### src/adcsr_pkg.sv
/*
  shared constants, register map and carrier types of the converter
  sequencer; assumes a 20 MHz pclk and a 32-bit apb register bus
*/
package adcsr_pkg;
  // clock and timing
  localparam int unsigned CLK_PERIOD_NS = 50;
  localparam int unsigned INSTR_CYCLE_NS = 200;
  localparam int unsigned INSTR_CYC = (INSTR_CYCLE_NS + CLK_PERIOD_NS - 1) / CLK_PERIOD_NS;
  localparam int unsigned TAD_DIV = 32;
  // converter geometry: 10 bits, 1024 steps
  localparam int unsigned RES_W = 10;
  localparam int unsigned RES_STEPS = 1024;
  localparam int unsigned CHAN_W = 3;
  // register byte addresses
  localparam logic [7:0] OFS_CTRL = 8'h00;
  localparam logic [7:0] OFS_STATUS = 8'h04;
  localparam logic [7:0] OFS_RES_HIGH = 8'h08;
  localparam logic [7:0] OFS_RES_LOW = 8'h0c;
  localparam logic [7:0] OFS_IRQ_STAT = 8'h10;
  localparam logic [7:0] OFS_IRQ_MASK = 8'h14;
  // control fields
  localparam int unsigned CTRL_ON_BIT = 0;
  localparam int unsigned CTRL_GO_BIT = 1;
  localparam int unsigned CTRL_RC_BIT = 2;
  localparam int unsigned CTRL_CHAN_LSB = 4;
  // status fields
  localparam int unsigned STAT_ACTIVE_BIT = 0;
  localparam int unsigned STAT_SLEEP_BIT = 1;
  localparam int unsigned STAT_WAKE_BIT = 2;
  // event bits
  localparam int unsigned EV_W = 2;
  localparam int unsigned EV_DONE = 0;
  localparam int unsigned EV_ABORT = 1;
  localparam logic [EV_W-1:0] EV_RESET = 2'h0;

  typedef struct packed {
    logic [CHAN_W-1:0] chan;
    logic rc_sel;
    logic go;
    logic conv_on;
  } adcsr_ctrl_t;

  localparam adcsr_ctrl_t CTRL_RESET = '{chan: 3'h0, rc_sel: 1'b0, go: 1'b0, conv_on: 1'b0};

  typedef enum logic [1:0] {
    ADCSR_IDLE = 2'b00,
    ADCSR_DELAY = 2'b01,
    ADCSR_CONV = 2'b10
  } adcsr_state_t;
endpackage

### src/adcsr_tick_gen.sv
/*
  conversion step tick: divided pclk or edges of the synchronised rc
  oscillator; assumes rc_level already passed two flip-flops
*/
`timescale 1ns/1ns
module adcsr_tick_gen #(
  // four or more keeps divided steps behind the comparator path
  parameter int unsigned DIV = adcsr_pkg::TAD_DIV
) (
  // clock and reset
  input wire logic pclk,
  input wire logic presetn,
  // source
  input wire logic rc_sel,
  input wire logic rc_level,
  input wire logic run,
  // step
  output logic tick
);
  import adcsr_pkg::*;
  localparam int unsigned CW = $clog2(DIV);
  // dac register plus two comparator flops settle before an rc step
  localparam int unsigned SETTLE = 3;
  localparam int unsigned SW = $clog2(SETTLE + 1);
  logic [CW-1:0] div_cnt;
  logic [SW-1:0] settle_cnt;
  logic rc_prev;

  // rc edges come at any phase, so hold them off until the trial settles
  always_ff @(posedge pclk or negedge presetn) begin
    if (!presetn) begin
      settle_cnt <= '0;
    end else if (!run || tick) begin
      settle_cnt <= '0;
    end else if (settle_cnt != SW'(SETTLE)) begin
      settle_cnt <= settle_cnt + 1'b1;
    end
  end

  always_ff @(posedge pclk or negedge presetn) begin
    if (!presetn) begin
      rc_prev <= 1'b0;
    end else begin
      rc_prev <= rc_level;
    end
  end

  always_ff @(posedge pclk or negedge presetn) begin
    if (!presetn) begin
      div_cnt <= '0;
    end else if (!run || div_cnt == CW'(DIV - 1)) begin
      div_cnt <= '0;
    end else begin
      div_cnt <= div_cnt + 1'b1;
    end
  end

  always_ff @(posedge pclk or negedge presetn) begin
    if (!presetn) begin
      tick <= 1'b0;
    end else if (rc_sel) begin
      tick <= run && rc_level && !rc_prev && !tick && settle_cnt == SW'(SETTLE);
    end else begin
      tick <= run && div_cnt == CW'(DIV - 1);
    end
  end
endmodule

### src/adcsr_sar.sv
/*
  successive approximation engine: one result bit per tick, msb first;
  assumes cmp_level is synchronised and high when input >= trial code
*/
`timescale 1ns/1ns
module adcsr_sar #(
  parameter int unsigned W = adcsr_pkg::RES_W
) (
  // clock and reset
  input wire logic pclk,
  input wire logic presetn,
  // control
  input wire logic start,
  input wire logic abort,
  input wire logic tick,
  input wire logic cmp_level,
  // result
  output logic busy,
  output logic done,
  output logic [W-1:0] trial,
  output logic [W-1:0] result
);
  import adcsr_pkg::*;
  logic [W-1:0] bit_ptr;

  always_ff @(posedge pclk or negedge presetn) begin
    if (!presetn) begin
      busy <= 1'b0;
      done <= 1'b0;
      bit_ptr <= '0;
      trial <= '0;
      result <= '0;
    end else begin
      done <= 1'b0;
      if (abort) begin
        busy <= 1'b0;
        bit_ptr <= '0;
      end else if (start) begin
        busy <= 1'b1;
        bit_ptr <= {1'b1, {(W-1){1'b0}}};
        trial <= {1'b1, {(W-1){1'b0}}};
      end else if (busy && tick) begin
        // keep the trial bit if the input is at or above it
        if (bit_ptr[0]) begin
          busy <= 1'b0;
          done <= 1'b1;
          result <= cmp_level ? trial : (trial & ~bit_ptr);
        end else begin
          trial <= (cmp_level ? trial : (trial & ~bit_ptr)) | (bit_ptr >> 1);
        end
        bit_ptr <= bit_ptr >> 1;
      end
    end
  end
endmodule

### src/adcsr_top.sv
/*
  converter sequencer: apb registers, start ordering, sleep and reset
  behaviour, result registers and interrupt; assumes the core drives
  sleep_req while sleeping and the analog comparator and rc oscillator
  arrive from outside the pclk domain
*/
// Our own choices: register access over APB and the placing of the registers.
// Overview of operation
// software waits the acquisition time after a channel change before starting.
// conversions run during sleep only with the rc oscillator as step clock.
// with rc clock selected, start waits one instruction cycle after the go request.
// on completion go clears and the result loads into high and low bytes.
// completion during sleep with the interrupt enabled wakes the device.
// completion during sleep, interrupt disabled: module powers off, converter-on stays set.
// sleep with a non-rc clock aborts conversion, powers off, converter-on stays set.
// device reset restores control registers, powers off, aborts pending conversion.
// device reset leaves the high and low result registers unchanged.
// module-active status reads 1 while operating, 0 while shut off.
// result bytes update in the same cycle that go clears.
`timescale 1ns/1ns
module adcsr_top #(
  parameter int unsigned DIV = adcsr_pkg::TAD_DIV
) (
  // clock and reset
  input wire logic pclk,
  input wire logic presetn,
  // apb slave
  input wire logic psel,
  input wire logic penable,
  input wire logic pwrite,
  input wire logic [7:0] paddr,
  input wire logic [31:0] pwdata,
  output logic [31:0] prdata,
  output logic pready,
  output logic pslverr,
  // core
  input wire logic sleep_req,
  output logic wake,
  output logic irq,
  // analog front end
  input wire logic rc_osc,
  input wire logic cmp_in,
  output logic [adcsr_pkg::CHAN_W-1:0] chan_sel,
  output logic hold_capacitor,
  output logic [adcsr_pkg::RES_W-1:0] dac_code,
  output logic module_active
);
  import adcsr_pkg::*;

  adcsr_ctrl_t ctrl;
  adcsr_state_t state;
  logic [2:0] delay_cnt;
  logic [RES_W-1:0] result;
  logic [EV_W-1:0] irq_stat;
  logic [EV_W-1:0] irq_mask;
  logic shut_off;
  logic rc_meta, rc_sync, cmp_meta, cmp_sync;
  logic tick, sar_busy, sar_done;
  logic [RES_W-1:0] sar_trial, sar_result;

  // apb decode
  logic apb_acc, apb_wr, wr_ctrl;
  assign apb_acc = psel && penable && pready;
  assign apb_wr = apb_acc && pwrite;
  assign wr_ctrl = apb_wr && paddr == OFS_CTRL;

  function automatic logic addr_mapped(input logic [7:0] a);
    return a == OFS_CTRL || a == OFS_STATUS || a == OFS_RES_HIGH ||
           a == OFS_RES_LOW || a == OFS_IRQ_STAT || a == OFS_IRQ_MASK;
  endfunction

  // sequencing conditions
  logic go_start, abort_sleep, abort_sw, abort, sar_start, delay_end;
  assign go_start = wr_ctrl && pwdata[CTRL_GO_BIT] && pwdata[CTRL_ON_BIT] &&
                    ctrl.conv_on && state == ADCSR_IDLE && !shut_off;
  assign abort_sleep = sleep_req && !ctrl.rc_sel && state != ADCSR_IDLE; // see R2
  assign abort_sw = wr_ctrl && (!pwdata[CTRL_GO_BIT] || !pwdata[CTRL_ON_BIT]);
  assign abort = state != ADCSR_IDLE && (abort_sleep || abort_sw);
  assign delay_end = state == ADCSR_DELAY && delay_cnt == 3'(INSTR_CYC - 1);
  assign sar_start = !abort && (delay_end || (go_start && !ctrl.rc_sel));

  // pin synchronisers
  always_ff @(posedge pclk or negedge presetn) begin
    if (!presetn) begin
      rc_meta <= 1'b0;
      rc_sync <= 1'b0;
      cmp_meta <= 1'b0;
      cmp_sync <= 1'b0;
    end else begin
      rc_meta <= rc_osc;
      rc_sync <= rc_meta;
      cmp_meta <= cmp_in;
      cmp_sync <= cmp_meta;
    end
  end

  adcsr_tick_gen #(.DIV(DIV)) u_tick (
    .pclk(pclk),
    .presetn(presetn),
    .rc_sel(ctrl.rc_sel),
    .rc_level(rc_sync),
    .run(sar_busy),
    .tick(tick)
  );

  adcsr_sar #(.W(RES_W)) u_sar (
    .pclk(pclk),
    .presetn(presetn),
    .start(sar_start),
    .abort(abort),
    .tick(tick),
    .cmp_level(cmp_sync),
    .busy(sar_busy),
    .done(sar_done),
    .trial(sar_trial),
    .result(sar_result)
  );

  // conversion sequence
  always_ff @(posedge pclk or negedge presetn) begin
    if (!presetn) begin
      state <= ADCSR_IDLE;
      delay_cnt <= 3'h0;
    end else begin
      case (state)
        ADCSR_IDLE: begin
          delay_cnt <= 3'h0;
          if (go_start) begin
            state <= ctrl.rc_sel ? ADCSR_DELAY : ADCSR_CONV;
          end
        end
        ADCSR_DELAY: begin
          if (abort) begin
            state <= ADCSR_IDLE;
          end else if (delay_end) begin
            state <= ADCSR_CONV;
          end else begin
            delay_cnt <= delay_cnt + 3'h1;
          end
        end
        ADCSR_CONV: begin
          if (abort || sar_done) begin
            state <= ADCSR_IDLE;
          end
        end
        default: state <= ADCSR_IDLE;
      endcase
    end
  end

  // control register
  always_ff @(posedge pclk or negedge presetn) begin
    if (!presetn) begin
      ctrl <= CTRL_RESET;
    end else begin
      if (wr_ctrl) begin
        ctrl.conv_on <= pwdata[CTRL_ON_BIT];
        if (state == ADCSR_IDLE) begin
          ctrl.rc_sel <= pwdata[CTRL_RC_BIT];
          ctrl.chan <= pwdata[CTRL_CHAN_LSB +: CHAN_W];
        end
      end
      if (go_start) begin
        ctrl.go <= 1'b1;
      end else if (sar_done || abort) begin
        ctrl.go <= 1'b0;
      end else if (wr_ctrl && !pwdata[CTRL_GO_BIT]) begin
        ctrl.go <= 1'b0;
      end
    end
  end

  // result pair, kept across reset
  always_ff @(posedge pclk) begin
    if (sar_done) begin
      result <= sar_result; // see R4 see R9
    end
  end

  // sleep power-down and wake
  always_ff @(posedge pclk or negedge presetn) begin
    if (!presetn) begin
      shut_off <= 1'b0;
      wake <= 1'b0;
    end else begin
      if (sar_done && sleep_req && !irq_mask[EV_DONE]) begin
        shut_off <= 1'b1;
      end else if (sleep_req && !ctrl.rc_sel && ctrl.conv_on) begin
        shut_off <= 1'b1;
      end else if (!sleep_req) begin
        shut_off <= 1'b0;
      end
      if (sar_done && sleep_req && irq_mask[EV_DONE]) begin
        wake <= 1'b1;
      end else if (!sleep_req) begin
        wake <= 1'b0;
      end
    end
  end

  // pin-facing outputs
  always_ff @(posedge pclk or negedge presetn) begin
    if (!presetn) begin
      module_active <= 1'b0;
      hold_capacitor <= 1'b0;
      chan_sel <= '0;
      dac_code <= '0;
    end else begin
      module_active <= ctrl.conv_on && !shut_off;
      // sampling switch closed while idle so software can meet acquisition_time
      hold_capacitor <= ctrl.conv_on && !shut_off && state != ADCSR_CONV;
      chan_sel <= ctrl.chan;
      dac_code <= sar_trial;
    end
  end

  // interrupt status and mask
  always_ff @(posedge pclk or negedge presetn) begin
    if (!presetn) begin
      irq_stat <= EV_RESET;
      irq_mask <= EV_RESET;
      irq <= 1'b0;
    end else begin
      irq_stat <= (irq_stat & ~((apb_wr && paddr == OFS_IRQ_STAT) ? pwdata[EV_W-1:0] :
                  EV_RESET)) | {abort, sar_done};
      if (apb_wr && paddr == OFS_IRQ_MASK) begin
        irq_mask <= pwdata[EV_W-1:0];
      end
      irq <= |(irq_stat & irq_mask);
    end
  end

  // apb answer: one wait state
  always_ff @(posedge pclk or negedge presetn) begin
    if (!presetn) begin
      pready <= 1'b0;
      pslverr <= 1'b0;
      prdata <= 32'h0;
    end else begin
      pready <= psel && penable && !pready;
      pslverr <= psel && penable && !pready && !addr_mapped(paddr);
      prdata <= 32'h0;
      if (psel && penable && !pready && !pwrite) begin
        case (paddr)
          OFS_CTRL: prdata[CTRL_CHAN_LSB+CHAN_W-1:0] <= {ctrl.chan, 1'b0, ctrl.rc_sel,
                                                         ctrl.go, ctrl.conv_on};
          OFS_STATUS: prdata[STAT_WAKE_BIT:0] <= {wake, sleep_req, module_active};
          OFS_RES_HIGH: prdata[RES_W-9:0] <= result[RES_W-1:8];
          OFS_RES_LOW: prdata[7:0] <= result[7:0];
          OFS_IRQ_STAT: prdata[EV_W-1:0] <= irq_stat;
          OFS_IRQ_MASK: prdata[EV_W-1:0] <= irq_mask;
          default: prdata <= 32'h0;
        endcase
      end
    end
  end
endmodule

### config.mk
export PLATFORM = sky130hd
export DESIGN_NAME = adcsr_top
export DESIGN_NICKNAME = d
export VERILOG_FILES = /design/src/adcsr_pkg.sv /design/src/adcsr_tick_gen.sv /design/src/adcsr_sar.sv /design/src/adcsr_top.sv
export SDC_FILE = /design/constraint.sdc
export NUM_CORES = 1
export LEC_CHECK = 0
export ABC_CLOCK_PERIOD_IN_PS = 5400
export BUFFER_PORTS_ARGS = -buffer_cell sky130_fd_sc_hd__buf_2
export CORE_UTILIZATION = 25
export DETAILED_ROUTE_END_ITERATION = 10
export PLACE_DENSITY = 0.45
export SLEW_MARGIN = 20
export SYNTH_ARGS = -nofsm -noshare
export SYNTH_HDL_FRONTEND = slang
export SYNTH_SLANG_ARGS = --single-unit
### constraint.sdc
create_clock -name pclk -period 5.4 [get_ports pclk]
set_clock_uncertainty 0.1 [all_clocks]
set_input_delay 0.27 -clock pclk [delete_from_list [all_inputs] [get_ports pclk]]
set_output_delay 0.27 -clock pclk [all_outputs]
set_load 0.1 [all_outputs]
==> flow_summary.toml <==
[finish]
finish.net_count = 462
insertedDiodeCount = 0
layout-drive-gt1-share = 0.196
finalCoreUtilization = 0.302
areaGrowthSynthToFinish_pct = 16.8

[synth]
synth-compound-area-share = 0.114
ys_dominant_reg_cell = "sky130_fd_sc_hd__dfrtp_1"
synthAdderAreaFrac = 0.0151
postSynthRegisterBits = 98
synth_seq_area_share = 0.602
synth.area.top_cells = "sky130_fd_sc_hd__dfrtp_1 53%, sky130_fd_sc_hd__edfxtp_1 7.2%, sky130_fd_sc_hd__buf_4 4.5%"
yosys_warnings = 0
post_synth_instance_area_mm2 = 0.00416
synthMostInstantiatedCell = "sky130_fd_sc_hd__dfrtp_1"
ys_async_sr_fraction = 0.898
synthesized_area_fraction_occupied_by_and_or_nand_nor_cells = 0.125
post_synth_num_cell_types = 48
yosys-mux-area-fraction = 0.0563
synth_top_family_by_area = "simple AND/OR/NAND/NOR gates"
synth.avg_cell_area_um2 = 11.6
synthXorXnorAreaFrac = 0.00632
number_of_standard_cells_after_synthesis = 358
post-synth-top-area-cell = "sky130_fd_sc_hd__dfrtp_1"
share_of_the_synthesized_area_in_the_top_cell_type = 0.530
commonest_cells_in_the_synthesized_netlist = "88 x sky130_fd_sc_hd__dfrtp_1, 39 x sky130_fd_sc_hd__nand2_1, 25 x sky130_fd_sc_hd__buf_4, 25 x sky130_fd_sc_hd__inv_1, 19 x sky130_fd_sc_hd__nor2_1"
synth_enable_flop_cells = 10

[power_and_ir_drop]
finalPower_mw = 1.55
pwr-share-comb = 0.087
total_switching_power_mw = 0.402
cellPowerDensity_mw_per_mm2 = 320
internal-power_mw = 1.15
static-leakage-power_nw = 2.44
pwr-share-clk = 0.418
seq_power_share = 0.495
switching_share = 0.259
peakVddDrop_uv = 144

[timing]
setup_viol = 0
final_period_minus_worst_setup_slack_ns = 2.40
achievable-frequency_ghz = 0.418
fin_setup_tns_ns = 0
hold_viol = 0
post-route-worst-setup-slack_ns = 3.00
rsz0062_at_grt = "false"
holdWs_ns = 0.0521
timing_max_transition_violations_final = 0
post-route-period-util = 0.444
worstMarginPinSlew_ns = 0.738
maxSlewHeadroom = 0.508

[worst_setup_path]
timing.critical_path.to_type = "register"
critPathRequiredTime_ns = 5.53
ff2ff_setup_slack_ns = 3.00
kind_of_start_point_of_the_critical_path = "register"
path_class = "register to register"
critPathMaxFanout = 11
timing.critical_path.arrival_ns = 2.53
reg2reg_from = "u_sar.busy"
regToRegEndpoint = "u_sar.trial[8]"
reg2regPathDepth = 5

[run_status]
outcome = "complete, no violations"

[clocking]
clock_tree.buffer_depth = 2
cts-root-buf = "sky130_fd_sc_hd__clkbuf_16"
tritoncts = "built"
ctsHtreeMaxLevel = 3
post_cts.repair.setup_buffers = 0
path_clk_slew_ns = 0.07
post_cts_resized = 0
clock_latency_ns = 0.35
cts_inserted_buffers = 9
cts.sink_count = 98

[worst_hold_path]
worst_hold_path_class = "primary input to register"
hold_path_end = "ctrl[4]"
timing.hold.worst_path_depth = 2
holdCritStartpoint = "pwdata[5]"

[drt]
drc = 0
postRouteAntennaNets = 0
drtIter0Drc = 148
routed_wl_um = 8630
drt_pre_antenna_iters = 4
num_vias = 2728
via_per_inst = 4.33
average_wire_per_cell_in_the_routed_design_um = 13.7

[floorplan]
initial_core_util = 0.259
fp.dieArea_mm2 = 0.0171
io_pins = 99
placeable_core_region_mm2 = 0.0161
floorplan.die.height_um = 131
chipWidth_um = 131
std_cell_rows = 46

[placement]
pre_cts_slack_ns = 2.62
io_buffers = 48
place_congestion = 0.735
hpwl_um = 5960

[grt]
grt_util_all_layers = 0.108
grt_pass1_vias = 2673
grt_max_degree = 60
antenna_found_initial = 0
global_route_wire_length_before_repair_um = 13800
grt_remaining_overflow = 0

[run]
maxCapViolations = 0
## registers in the layout (all words and copies together) (netlist names), 2 cells and up
| register | flops |
|---|---|
| chan_sel | 3 |
| ctrl | 6 |
| dac_code | 10 |
| delay_cnt | 3 |
| irq_mask | 2 |
| irq_stat | 2 |
| prdata | 8 |
| result | 10 |
| state | 2 |
| u_sar.bit_ptr | 10 |
| u_sar.result | 10 |
| u_sar.trial | 10 |
| u_tick.div_cnt | 5 |
| u_tick.settle_cnt | 2 |
## stage by stage
stage          instances  cell area, um^2
6_report             630             4850
2_1_floorplan        381             4240
3_5_place_dp         611             4530
5_1_grt              630             4850
4_1_cts              630             4850
3_3_place_gp         611             4520
## power by group through the flow
stage                     Combinational (mW)  Sequential [mW]  Clock [mW]
after floorplan                        0.110            0.786           0
after global placement                 0.133            0.782           0
after detailed placement               0.134            0.782           0
after CTS                              0.136            0.768       0.670
after global routing                   0.144            0.770       0.704
final                                  0.135            0.768       0.649
## cell type report
| type | instances | area [um^2] |
|---|---|---|
| inverter | 25 | 93.8 |
| sequential | 98 | 2500 |
| fill | 1644 | 11200 |
| clock inverter | 4 | 51.3 |
| timing repair buffer | 52 | 280 |
| tap | 216 | 270 |
| clock buffer | 12 | 246 |
| multi-input combinational | 223 | 1410 |
## how the worst max path moves through the flow
stage,from,end,slack [ns],depth (start not counted)
4_1_cts,u_sar.busy,u_sar.trial[1],2.96,5
2_1_floorplan,pready,delay_cnt[0],2.76,5
3_3_place_gp,u_sar.busy,u_sar.trial[1],2.61,5
3_5_place_dp,paddr[3],u_sar.result[3],2.62,6
6_report,u_sar.busy,u_sar.trial[8],3.00,5
5_1_grt,state[0],u_sar.result[1],2.73,5
## cells by family (layout without fill, tap and decap cells)
logic type                 after synthesis  in the layout
buffers and inverters                   60             93
DFF                                     98             98
xor gates and xnor gates                 3              3
adders and majority gates                5              5
other                                    1             24
and+or+nand+nor                        102            102
AOI/OAI and AO/OA                       67             67
muxes                                   22             22
## placed cells by master (no fill, tap or decap), types with 2 or more instances in the layout
cell,netlist,routed
sky130_fd_sc_hd__a211oi_1,3,2
sky130_fd_sc_hd__a21o_1,2,2
sky130_fd_sc_hd__a21oi_1,18,18
sky130_fd_sc_hd__a22o_1,6,6
sky130_fd_sc_hd__a22oi_1,8,8
sky130_fd_sc_hd__a32o_1,8,8
sky130_fd_sc_hd__and2_1,3,3
sky130_fd_sc_hd__and3_1,7,7
sky130_fd_sc_hd__buf_2,1,47
sky130_fd_sc_hd__buf_4,25,2
sky130_fd_sc_hd__clkbuf_1,7,2
sky130_fd_sc_hd__clkbuf_16,0,9
sky130_fd_sc_hd__conb_1,1,24
sky130_fd_sc_hd__dfrtp_1,88,88
sky130_fd_sc_hd__dlygate4sd3_1,0,3
sky130_fd_sc_hd__edfxtp_1,10,10
sky130_fd_sc_hd__ha_1,5,5
sky130_fd_sc_hd__inv_1,25,25
sky130_fd_sc_hd__mux2_2,11,11
sky130_fd_sc_hd__mux2i_1,11,11
sky130_fd_sc_hd__nand2_1,39,39
sky130_fd_sc_hd__nand2b_1,4,4
sky130_fd_sc_hd__nand3_1,4,4
sky130_fd_sc_hd__nand3b_1,2,2
sky130_fd_sc_hd__nand4_1,2,2
sky130_fd_sc_hd__nand4b_1,2,2
sky130_fd_sc_hd__nor2_1,19,19
sky130_fd_sc_hd__nor2b_1,4,4
sky130_fd_sc_hd__nor3_1,5,5
sky130_fd_sc_hd__o21ai_0,10,10
sky130_fd_sc_hd__o22ai_1,4,4
sky130_fd_sc_hd__or3_1,3,3
sky130_fd_sc_hd__or4_1,2,2
sky130_fd_sc_hd__xor2_1,2,2
## worst max-delay path, stage by stage, from the launching register on
cell	delay, ns
sky130_fd_sc_hd__dfrtp_1	0.46
sky130_fd_sc_hd__nand2_1	0.30
sky130_fd_sc_hd__or3_1	0.43
sky130_fd_sc_hd__a211oi_2	0.59
sky130_fd_sc_hd__nand2_1	0.12
sky130_fd_sc_hd__a32o_1	0.28
## per-layer routing
| metal | wire length [um] | track usage |
|---|---|---|
| met1 | 4210 | 0.142 |
| met2 | 3870 | 0.164 |
| met3 | 427 | 0.0358 |
| met4 | 124 | 0.0439 |
| met5 | 0 | 0 |
## what timing repair did
item / CTS / global route
hold buffers: 3 / 0
endpoints found under the hold margin: 31 / 0
setup endpoints to repair: 0 / 0
Note: power is estimated with default switching activity, not from simulation.
